<file path="config.mk">
export PLATFORM = sky130hd
export DESIGN_NAME = dqvref_decode
export DESIGN_NICKNAME = d
export VERILOG_FILES = /design/src/rtl/dqvref_pkg.sv /design/src/rtl/dqvref_decode.sv
export VERILOG_INCLUDE_DIRS = /design/src /design/src/rtl
export SDC_FILE = /design/constraint.sdc
export NUM_CORES = 1
export LEC_CHECK = 0
export BUFFER_PORTS_ARGS = -buffer_cell sky130_fd_sc_hd__buf_2
export CORE_ASPECT_RATIO = 1.5
export CORE_MARGIN = 4
export CORE_UTILIZATION = 43
export DETAILED_ROUTE_END_ITERATION = 6
export GPL_TIMING_DRIVEN = 1
export PLACE_DENSITY = 0.86
export SKIP_CTS_REPAIR_TIMING = 1
export SLEW_MARGIN = 25
export SYNTH_ARGS = -nofsm -noshare
export SYNTH_HDL_FRONTEND = slang
export SYNTH_SLANG_ARGS = --single-unit
</file>
<file path="constraint.sdc">
create_clock -name clk -period 2.34 [get_ports clk]
set_input_delay 0.234 -clock clk [delete_from_list [all_inputs] [get_ports clk]]
set_output_delay 0.234 -clock clk [all_outputs]
set_load 0.01 [all_outputs]
</file>
<file path="src/rtl/dqvref_defines.svh">
// constants for the dq reference training register decode
`ifndef DQVREF_DEFINES_SVH
`define DQVREF_DEFINES_SVH
`define DQVREF_SEL_TRAINING 3'h6
`define DQVREF_SEL_SPARE 3'h7
`define DQVREF_SEL_RCW 3'h7
`define DQVREF_VALUE_LSB 0
`define DQVREF_RANGE_BIT 6
`define DQVREF_TRAIN_BIT 7
`define DQVREF_SPACING_LSB 10
`define DQVREF_FIRST_RESERVED 6'h33
`define DQVREF_STEP_BP 16'h0041
`define DQVREF_BASE_R1_BP 16'h1770
`define DQVREF_BASE_R2_BP 16'h1194
`define DQVREF_SPACING_MIN_NCK 4'h4
`define DQVREF_RST_VALUE 6'h00
`define DQVREF_RST_RANGE 1'h0
`define DQVREF_RST_TRAIN 1'h0
`define DQVREF_RST_SPACING 3'h0
`endif

</file>
<file path="src/rtl/dqvref_pkg.sv">
// types for the dq reference training register decode
package dqvref_pkg;
	typedef struct packed {
		logic mrs;
		logic [2:0] sel;
		logic [13:0] op;
	} dqvref_cmd_type;
	typedef struct packed {
		logic [2:0] spacing;
		logic train_en;
		logic range_sel;
		logic [5:0] value;
	} dqvref_cfg_type;
endpackage

</file>
<file path="src/rtl/dqvref_decode.sv">
// dq reference training register decode and reference level generation
// Notes on behaviour
// - value steps 0.65 percent from 60 or 45
// - bit 6 picks range one or two
// - select code 111 command silently ignored
// - device generates reference level from range, value
// - spare register writes change nothing
`timescale 1ns/1ps
`default_nettype none
`include "dqvref_defines.svh"
module dqvref_decode import dqvref_pkg::*; (
	input wire logic clk,
	input wire logic nrst,
	input wire dqvref_cmd_type cmd,
	output var dqvref_cfg_type cfg,
	output logic [15:0] ref_level_bp,
	output logic ref_valid,
	output logic training_active,
	output logic [3:0] spacing_nck
);
	dqvref_cfg_type cfg_q;
	logic [15:0] level_q;
	logic valid_q;
	logic hit_training;
	logic hit_reserved;
	logic hit_other;
	logic [2:0] op_spacing;
	logic [15:0] base_bp;
	logic [15:0] level_d;
	logic level_ok_d;
	logic [3:0] nck_q;
	logic [1:0] since_wr_q;

	// only the training register select is accepted; 111 and spare fall out
	assign hit_training = cmd.mrs && (cmd.sel == `DQVREF_SEL_TRAINING);
	// select 111 is kept for register control words and doubles as the spare register
	assign hit_reserved = cmd.mrs && (cmd.sel == `DQVREF_SEL_RCW);
	// any other select belongs to a mode register outside this block
	assign hit_other = cmd.mrs && !hit_training && !hit_reserved;
	// spacing code as it stands on A12..A10
	assign op_spacing = cmd.op[`DQVREF_SPACING_LSB +: 3];

	// register update on a training register write
	always_ff @(posedge clk) begin
		if (!nrst) begin
			cfg_q <= '{spacing: `DQVREF_RST_SPACING, train_en: `DQVREF_RST_TRAIN,
				range_sel: `DQVREF_RST_RANGE, value: `DQVREF_RST_VALUE};
		end else if (hit_training) begin
			cfg_q.value <= cmd.op[`DQVREF_VALUE_LSB +: 6];
			cfg_q.range_sel <= cmd.op[`DQVREF_RANGE_BIT];
			cfg_q.train_en <= cmd.op[`DQVREF_TRAIN_BIT];
			cfg_q.spacing <= cmd.op[`DQVREF_SPACING_LSB +: 3];
		end
	end

	// spacing in clocks, kept in a flop beside the field; codes 5..7 reserved but passed on
	always_ff @(posedge clk) begin
		if (!nrst) begin
			nck_q <= `DQVREF_SPACING_MIN_NCK + {1'b0, `DQVREF_RST_SPACING};
		end else if (hit_training) begin
			nck_q <= `DQVREF_SPACING_MIN_NCK + {1'b0, op_spacing};
		end
	end

	// linear level in hundredths of a percent of the io supply
	always_comb begin
		base_bp = cfg_q.range_sel ? `DQVREF_BASE_R2_BP : `DQVREF_BASE_R1_BP;
		level_d = base_bp + 16'(cfg_q.value * `DQVREF_STEP_BP);
		level_ok_d = (cfg_q.value < `DQVREF_FIRST_RESERVED);
	end

	// registered reference level; reserved codes read as zero and invalid
	always_ff @(posedge clk) begin
		if (!nrst) begin
			level_q <= 16'h0000;
			valid_q <= 1'b0;
		end else begin
			level_q <= level_ok_d ? level_d : 16'h0000;
			valid_q <= level_ok_d;
		end
	end

	// cycles since the last accepted write, saturating; reset counts as a write
	always_ff @(posedge clk) begin
		if (!nrst) begin
			since_wr_q <= 2'h0;
		end else if (hit_training) begin
			since_wr_q <= 2'h0;
		end else if (since_wr_q != 2'h3) begin
			since_wr_q <= since_wr_q + 2'h1;
		end
	end

	// outputs straight from the flops
	assign cfg = cfg_q;
	assign ref_level_bp = level_q;
	assign ref_valid = valid_q;
	assign training_active = cfg_q.train_en;
	assign spacing_nck = nck_q;

	// write to training register lands next cycle
	a_write_lands: assert property (@(posedge clk) disable iff (!nrst)
		hit_training |=> cfg.value == $past(cmd.op[5:0]))
		else $error("value field not stored");

	// select 111 leaves config untouched
	a_rcw_ignored: assert property (@(posedge clk) disable iff (!nrst)
		cmd.mrs && cmd.sel == `DQVREF_SEL_RCW |=> $stable(cfg))
		else $error("reserved select changed config");

	// no training write, no config change
	a_spare_ignored: assert property (@(posedge clk) disable iff (!nrst)
		!hit_training |=> $stable(cfg))
		else $error("config changed without training write");

	// range one level tracks value two cycles after write
	a_range1_level: assert property (@(posedge clk) disable iff (!nrst)
		hit_training && !cmd.op[6] && cmd.op[5:0] < 6'h33 ##1 !hit_training |=>
		ref_level_bp == 16'h1770 + 16'h0041 * 16'($past(cfg.value)))
		else $error("range one level wrong");

	// range two base level
	a_range2_base: assert property (@(posedge clk) disable iff (!nrst)
		hit_training && cmd.op[6:0] == 7'h40 ##1 !hit_training |=>
		ref_level_bp == 16'h1194)
		else $error("range two base wrong");

	// reserved codes never valid
	a_reserved_code: assert property (@(posedge clk) disable iff (!nrst)
		hit_training && cmd.op[5:0] >= 6'h33 ##1 !hit_training |=> !ref_valid)
		else $error("reserved code reported valid");

	// level stays inside the two windows
	a_level_window: assert property (@(posedge clk) disable iff (!nrst)
		ref_valid |-> ref_level_bp >= 16'h1194 && ref_level_bp <= 16'h2422)
		else $error("level outside window");

	// enable and spacing follow A7 and A12..A10
	a_fields_map: assert property (@(posedge clk) disable iff (!nrst)
		hit_training |=> training_active == $past(cmd.op[7]) &&
		cfg.spacing == $past(cmd.op[12:10]))
		else $error("enable or spacing misplaced");

	// reset clears every field and both level outputs
	a_reset_clears: assert property (@(posedge clk)
		!nrst |=> cfg == '0 && !training_active && spacing_nck == 4'h4 &&
		!ref_valid && ref_level_bp == 16'h0000)
		else $error("reset left a field set");

	// range select follows A6
	a_range_stored: assert property (@(posedge clk) disable iff (!nrst)
		hit_training |=> cfg.range_sel == $past(cmd.op[6]))
		else $error("range select not stored");

	// spare register write leaves config and spacing untouched
	a_spare_select: assert property (@(posedge clk) disable iff (!nrst)
		cmd.mrs && cmd.sel == `DQVREF_SEL_SPARE |=> $stable(cfg) && $stable(spacing_nck))
		else $error("spare write changed config");

	// no command, no change
	a_idle_select: assert property (@(posedge clk) disable iff (!nrst)
		!cmd.mrs |=> $stable(cfg) && $stable(spacing_nck))
		else $error("config changed without command");

	// other mode registers do not touch this block
	a_other_ignored: assert property (@(posedge clk) disable iff (!nrst)
		hit_other |=> $stable(cfg) && $stable(spacing_nck))
		else $error("other select changed config");

	// spacing clocks are four plus the code
	a_spacing_clocks: assert property (@(posedge clk) disable iff (!nrst)
		hit_training |=> spacing_nck == 4'h4 + {1'b0, $past(cmd.op[12:10])})
		else $error("spacing clocks wrong");

	// valid flag follows the stored code once settled
	a_valid_tracks: assert property (@(posedge clk) disable iff (!nrst)
		since_wr_q != 2'h0 |-> ref_valid == (cfg.value < 6'h33))
		else $error("valid flag disagrees with code");

	// an invalid level reads as zero
	a_invalid_zero: assert property (@(posedge clk) disable iff (!nrst)
		!ref_valid |-> ref_level_bp == 16'h0000)
		else $error("invalid level not zero");

	// range two level tracks value two cycles after write
	a_range2_level: assert property (@(posedge clk) disable iff (!nrst)
		hit_training && cmd.op[6] && cmd.op[5:0] < 6'h33 ##1 !hit_training |=>
		ref_level_bp == 16'h1194 + 16'h0041 * 16'($past(cfg.value)))
		else $error("range two level wrong");

	// settled level matches range base plus steps
	a_level_settled: assert property (@(posedge clk) disable iff (!nrst)
		since_wr_q != 2'h0 && ref_valid |-> ref_level_bp ==
		(cfg.range_sel ? 16'h1194 : 16'h1770) + 16'h0041 * 16'(cfg.value))
		else $error("settled level wrong");

	// level holds while nothing is written
	a_level_hold: assert property (@(posedge clk) disable iff (!nrst)
		!hit_training ##1 !hit_training |=> $stable(ref_level_bp) && $stable(ref_valid))
		else $error("level moved without write");

	// top code of range two gives 77.5 percent
	a_range2_top: assert property (@(posedge clk) disable iff (!nrst)
		hit_training && cmd.op[6:0] == 7'h72 ##1 !hit_training |=> ref_level_bp == 16'h1e46)
		else $error("range two top wrong");

	// training enable holds between writes
	a_enable_hold: assert property (@(posedge clk) disable iff (!nrst)
		!hit_training |=> $stable(training_active))
		else $error("training enable moved");

	// select 111 leaves the level and its flag alone
	a_rcw_level: assert property (@(posedge clk) disable iff (!nrst)
		cmd.mrs && cmd.sel == `DQVREF_SEL_RCW |=>
		##1 $stable(ref_level_bp) && $stable(ref_valid))
		else $error("reserved select moved the level");

	// reserved codes read as a zero level
	a_reserved_level: assert property (@(posedge clk) disable iff (!nrst)
		hit_training && cmd.op[5:0] >= 6'h33 ##1 !hit_training |=> ref_level_bp == 16'h0000)
		else $error("reserved code gave a level");
endmodule
`default_nettype wire

</file>
Word-level counts from Yosys, hierarchy flattened --
Index checks and enable logic that the tools add are counted.
Word-level totals: output and inout bits 33, bits of input ports 20, flip-flop bits (word level) 32, word-level logic and storage cells 15
Operators by class: reduce and logical (&&, ||, !) cells 2, mux-type cells 1, multiply operators 1, $lt $le $gt $ge 1, $add $sub $neg 2, equal/unequal tests 1
Operators with widths (number):
- adder 13 x 13 -> 14 bit | 1
- multiplier 6 x 7 -> 13 bit (second input constant) | 1
- 2-to-1 mux 11 bit | 1
- less-than comparator 6 bit (second input constant) | 1
- adder 3 x 3 -> 4 bit (first input constant) | 1
- equality test 3 bit (second input constant) | 1
- AND reduction 2 bit | 1
- logical AND 1 bit | 1

Depth between registers and ports, before layout --
depth after elaboration 2, depth in mapped cells 10, mapped depth without buffers 10

Worst setup path before layout --
OpenSTA, ideal clock, no wires.
path kind reg-to-reg, start register cfg_q, in the netlist cfg[4], end register level_q[10] (netlist: ref_level_bp[10]), buffers on the path 0, path slack -0.059 ns, cell stages (with the launch flop) 11, period minus slack after synthesis 2.399 ns, arrival time 2.328 ns, setup time 0.071 ns, required time 2.269 ns, path through dfxtp_1 -> ha_1 -> ha_1 -> inv_1 -> fa_1 -> inv_1 -> ha_1 -> o21a_1 -> o21ai_0 -> or3_1 -> a21oi_1
On the way: word-level cells in the longest chain between the ends 2, elaborated cells between the ends (all ways) 4, those cells by class add/sub (1); mul (1); order compare (1); reduce/logical (1)
RTL lines:
- from (decl) | line dqvref_decode.sv:21 | dqvref_cfg_type cfg_q;
- from (signal assigned) | line dqvref_decode.sv:46 | cfg_q <= '{spacing: `DQVREF_RST_SPACING, train_en: `DQVREF_RST_TRAIN,
- multiplier 6 x 7 -> 13 bit (no line) or less-than comparator 6 bit (tied branches)
- adder 13 x 13 -> 14 bit or AND reduction 2 bit (tied branches)
- to (signal assigned) | line dqvref_decode.sv:78 | level_q <= level_ok_d ? level_d : 16'h0000;
- to (decl) | line dqvref_decode.sv:22 | logic [15:0] level_q;
Several ways; a longest one is shown, not always the timed one. A chain may end at the register's enable or synchronous reset.

Worst setup path after layout --
Ends and elaborated chain as after synthesis.

==> run metrics <==
commonest non-fill, non-tap cells in the layout=buf_2, dfxtp_1, nand2_1; IO buf count=47; Root Driver=clkbuf_8; Synth Cell Area=about 1400 um2; Crit path top cell by count=ha_4; Hold Crit Class=in -> reg; die area=between 4000 and 5000 um2; TritonCTS Sinks=27; Ys Warns=0; PnR worst setup slack=0.102 ns; multi-input logic area=777 um2; Max Slew Vio Count=0; outcome=finished, final reports clean; DR iter-0 viols=11; f_max=447 MHz; DR DRC count=0; nets@finish=239; routability cong.=approximately 0.82; CP delay by family, top=adder cells; WP buf/inv=2; clock buffer depth=2; Flop pwr share=~56%; CP peak stage delay=~0.47 ns; drt total wl=3.04 mm; critical-path cell list=ha_4 > ha_4 > inv_1 > fa_1 > inv_1 > ha_4 > o21a_1 > o21ai_2 > or3_1 > a21oi_1; Filler Cell Count=256; Syn Inst Count=150; CORE AREA=2970 um2; FF+latch area=543 um2; Main synth FF type=dfxtp_1; initial antenna violation count=0; syn_area_per_cell=just over 9 um2; Leak=~0.00084 uW; first-pass GRT wire length=4.82 mm; Final Critical Period=2.24 ns; non-filler instance count after layout=239; Int Power=654 uW; Yosys reg bits=27; Die Y=76.9 um; total gr overflow=0; pre-CTS setup slack=-0.0319 ns; final hold violations=0; clock buffer count from CTS=3; vias per cell=a little under 5; CP required=2.54 ns; EDFF count, synth=0; fraction of final layout cells sized beyond drive strength 1=35.5%; DR pass1 iterations=4; Routed Antenna Nets=0; Tot Pwr=870 uW; WL met3=164 um; Net Sw Frac=24.8%; pwr dens=491 nW/um2; Gate power share=13.9%; top sig layer=met4; initial core utilization=approximately 46%; clock share of power=between 30% and 40%; Synth async-reset ratio=0%; CTS tree=yes; Vias=between 1000 and 1500; post-route clock period utilization=between 90% and 100%; met1 wire length=1.07 mm; sw power=between 200 and 250 uW; Clk Latency, worst-skew pair=0.27 ns; kind of critical path=reg -> reg; vias in the first global route=1122; dpl hpwl=approximately 2.3 mm; placed cells=between 200 and 250; clk slew on worst S/H paths=0.09 ns; CP arrival=2.44 ns; most common cell after layout, fill and taps aside=buf_2; largest net degree at the start of global routing=16; Critical Path End Type=register; antenna cell count=0; Final TNS setup=0 ns; Yosys top cell area share=39.7%; Seq/Total Area, Yosys=around 40%; max_slew headroom=63.6%; top cells by area, synth=dfxtp_1, ha_1, nand2_1, a21boi_0, buf_4; peak supply drop=between 0.3 and 0.4 mV; peak fanout along the critical path=3; Total Routing Usage GR=15.3%; Least-Margin Pin Slew=0.543 ns; Slowest-stage cell, CP=fa_1; Unique masters post-synth=33; row count=24; H-Tree Depth=1; Clock Skew=0.00261 ns; # setup viols final=0; WL met2=1.72 mm; chip width=54.0 um; Max Cap Viol=0; post-layout util=59.6%; RSZ-0062 raised after global routing=no; largest area contributor in the netlist=dfxtp_1; Area growth syn-to-layout=29.9%; IO Count=53; Startpoint Class=register; drt wl/cell=12.7 um
==> power by group through the flow <==
| stage | registers (uW) | clock network, uW | logic (uW) |
|---|---|---|---|
| after floorplan | 503 | 0 | 56.7 |
| after global placement | 492 | 0 | 108 |
| after detailed placement | 493 | 0 | 111 |
| after CTS | 482 | 278 | 112 |
| after global routing | 485 | 294 | 134 |
| final | 482 | 267 | 121 |
==> layout make-up <==
| class | instances | share of cell area (%) |
|---|---|---|
| multi-input cells | 100 | 43.9 |
| flip-flops and latches | 27 | 30.7 |
| repair buffers | 57 | 17.5 |
| well taps | 39 | 2.76 |
| inverters | 12 | 2.54 |
| clock buffers | 3 | 2.33 |
| clock inverters | 1 | 0.283 |
==> cell families after synthesis <==
group                    synth area share, %
other                                  0.275
AO/OA/AOI/OAI                           14.1
XOR/XNOR                                3.21
AND/OR/NAND/NOR                         16.3
buffers and inverters                   8.91
adder cells (fa/ha/maj)                 17.6
flip-flops                              39.7
==> worst register-to-register path: cells and delay by family, from the launching register on <==
kind / cells / cell delay (ns)
compound gates: 3 / 0.36
fa+ha+maj: 4 / 1.03
buf+inv: 2 / 0.11
flops: 1 / 0.37
simple gates: 1 / 0.30
==> flip-flops by register name, summed over array words and instances, names as in the netlist <==
name / flops
ref_valid: 1
training_active: 1
spacing_nck: 1
cfg: 10
ref_level_bp: 14
==> per-stage QoR <==
| stage | hold slack [ns] | cell area (um2) |
|---|---|---|
| 6_report | 0.180 | 1770 |
| 4_1_cts | 0.173 | 1690 |
| 5_1_grt | 0.186 | 1770 |
| 2_1_floorplan | 0.368 | 1370 |
| 3_3_place_gp | 0.459 | 1640 |
| 3_5_place_dp | 0.470 | 1640 |
==> final timing paths <==
check	slack (ns)	end	start	depth (start not counted)
worst min-delay path	0.18	spacing_nck[2]$_SDFFE_PN1P_	cmd[12]	2
worst min register to register	0.48	cfg[8]$_SDFFE_PN0P_	cfg[8]$_SDFFE_PN0P_	2
worst max-delay path	0.10	ref_level_bp[10]$_SDFF_PN0_	cfg[4]$_SDFFE_PN0P_	10
worst max register to register	0.10	ref_level_bp[10]$_SDFF_PN0_	cfg[4]$_SDFFE_PN0P_	10
==> Yosys cell counts (all sizes together), types with 2 or more instances <==
cell type	number
a21boi	11
a21oi	5
and2	4
and4b	2
buf	9
clkbuf	3
dfxtp	27
fa	2
ha	16
inv	12
nand2	24
nand3	2
nor2	8
o2111ai	2
o21ai	4
xnor2	3
xor2	2
==> per-layer routing <==
layer  up-vias  GRT usage [%]
met2        35           28.5
met4         0           6.91
li1        592              -
met3         8           2.52
met1       514           15.3
met5         -              0
Note: power is estimated with default switching activity, not from simulation.
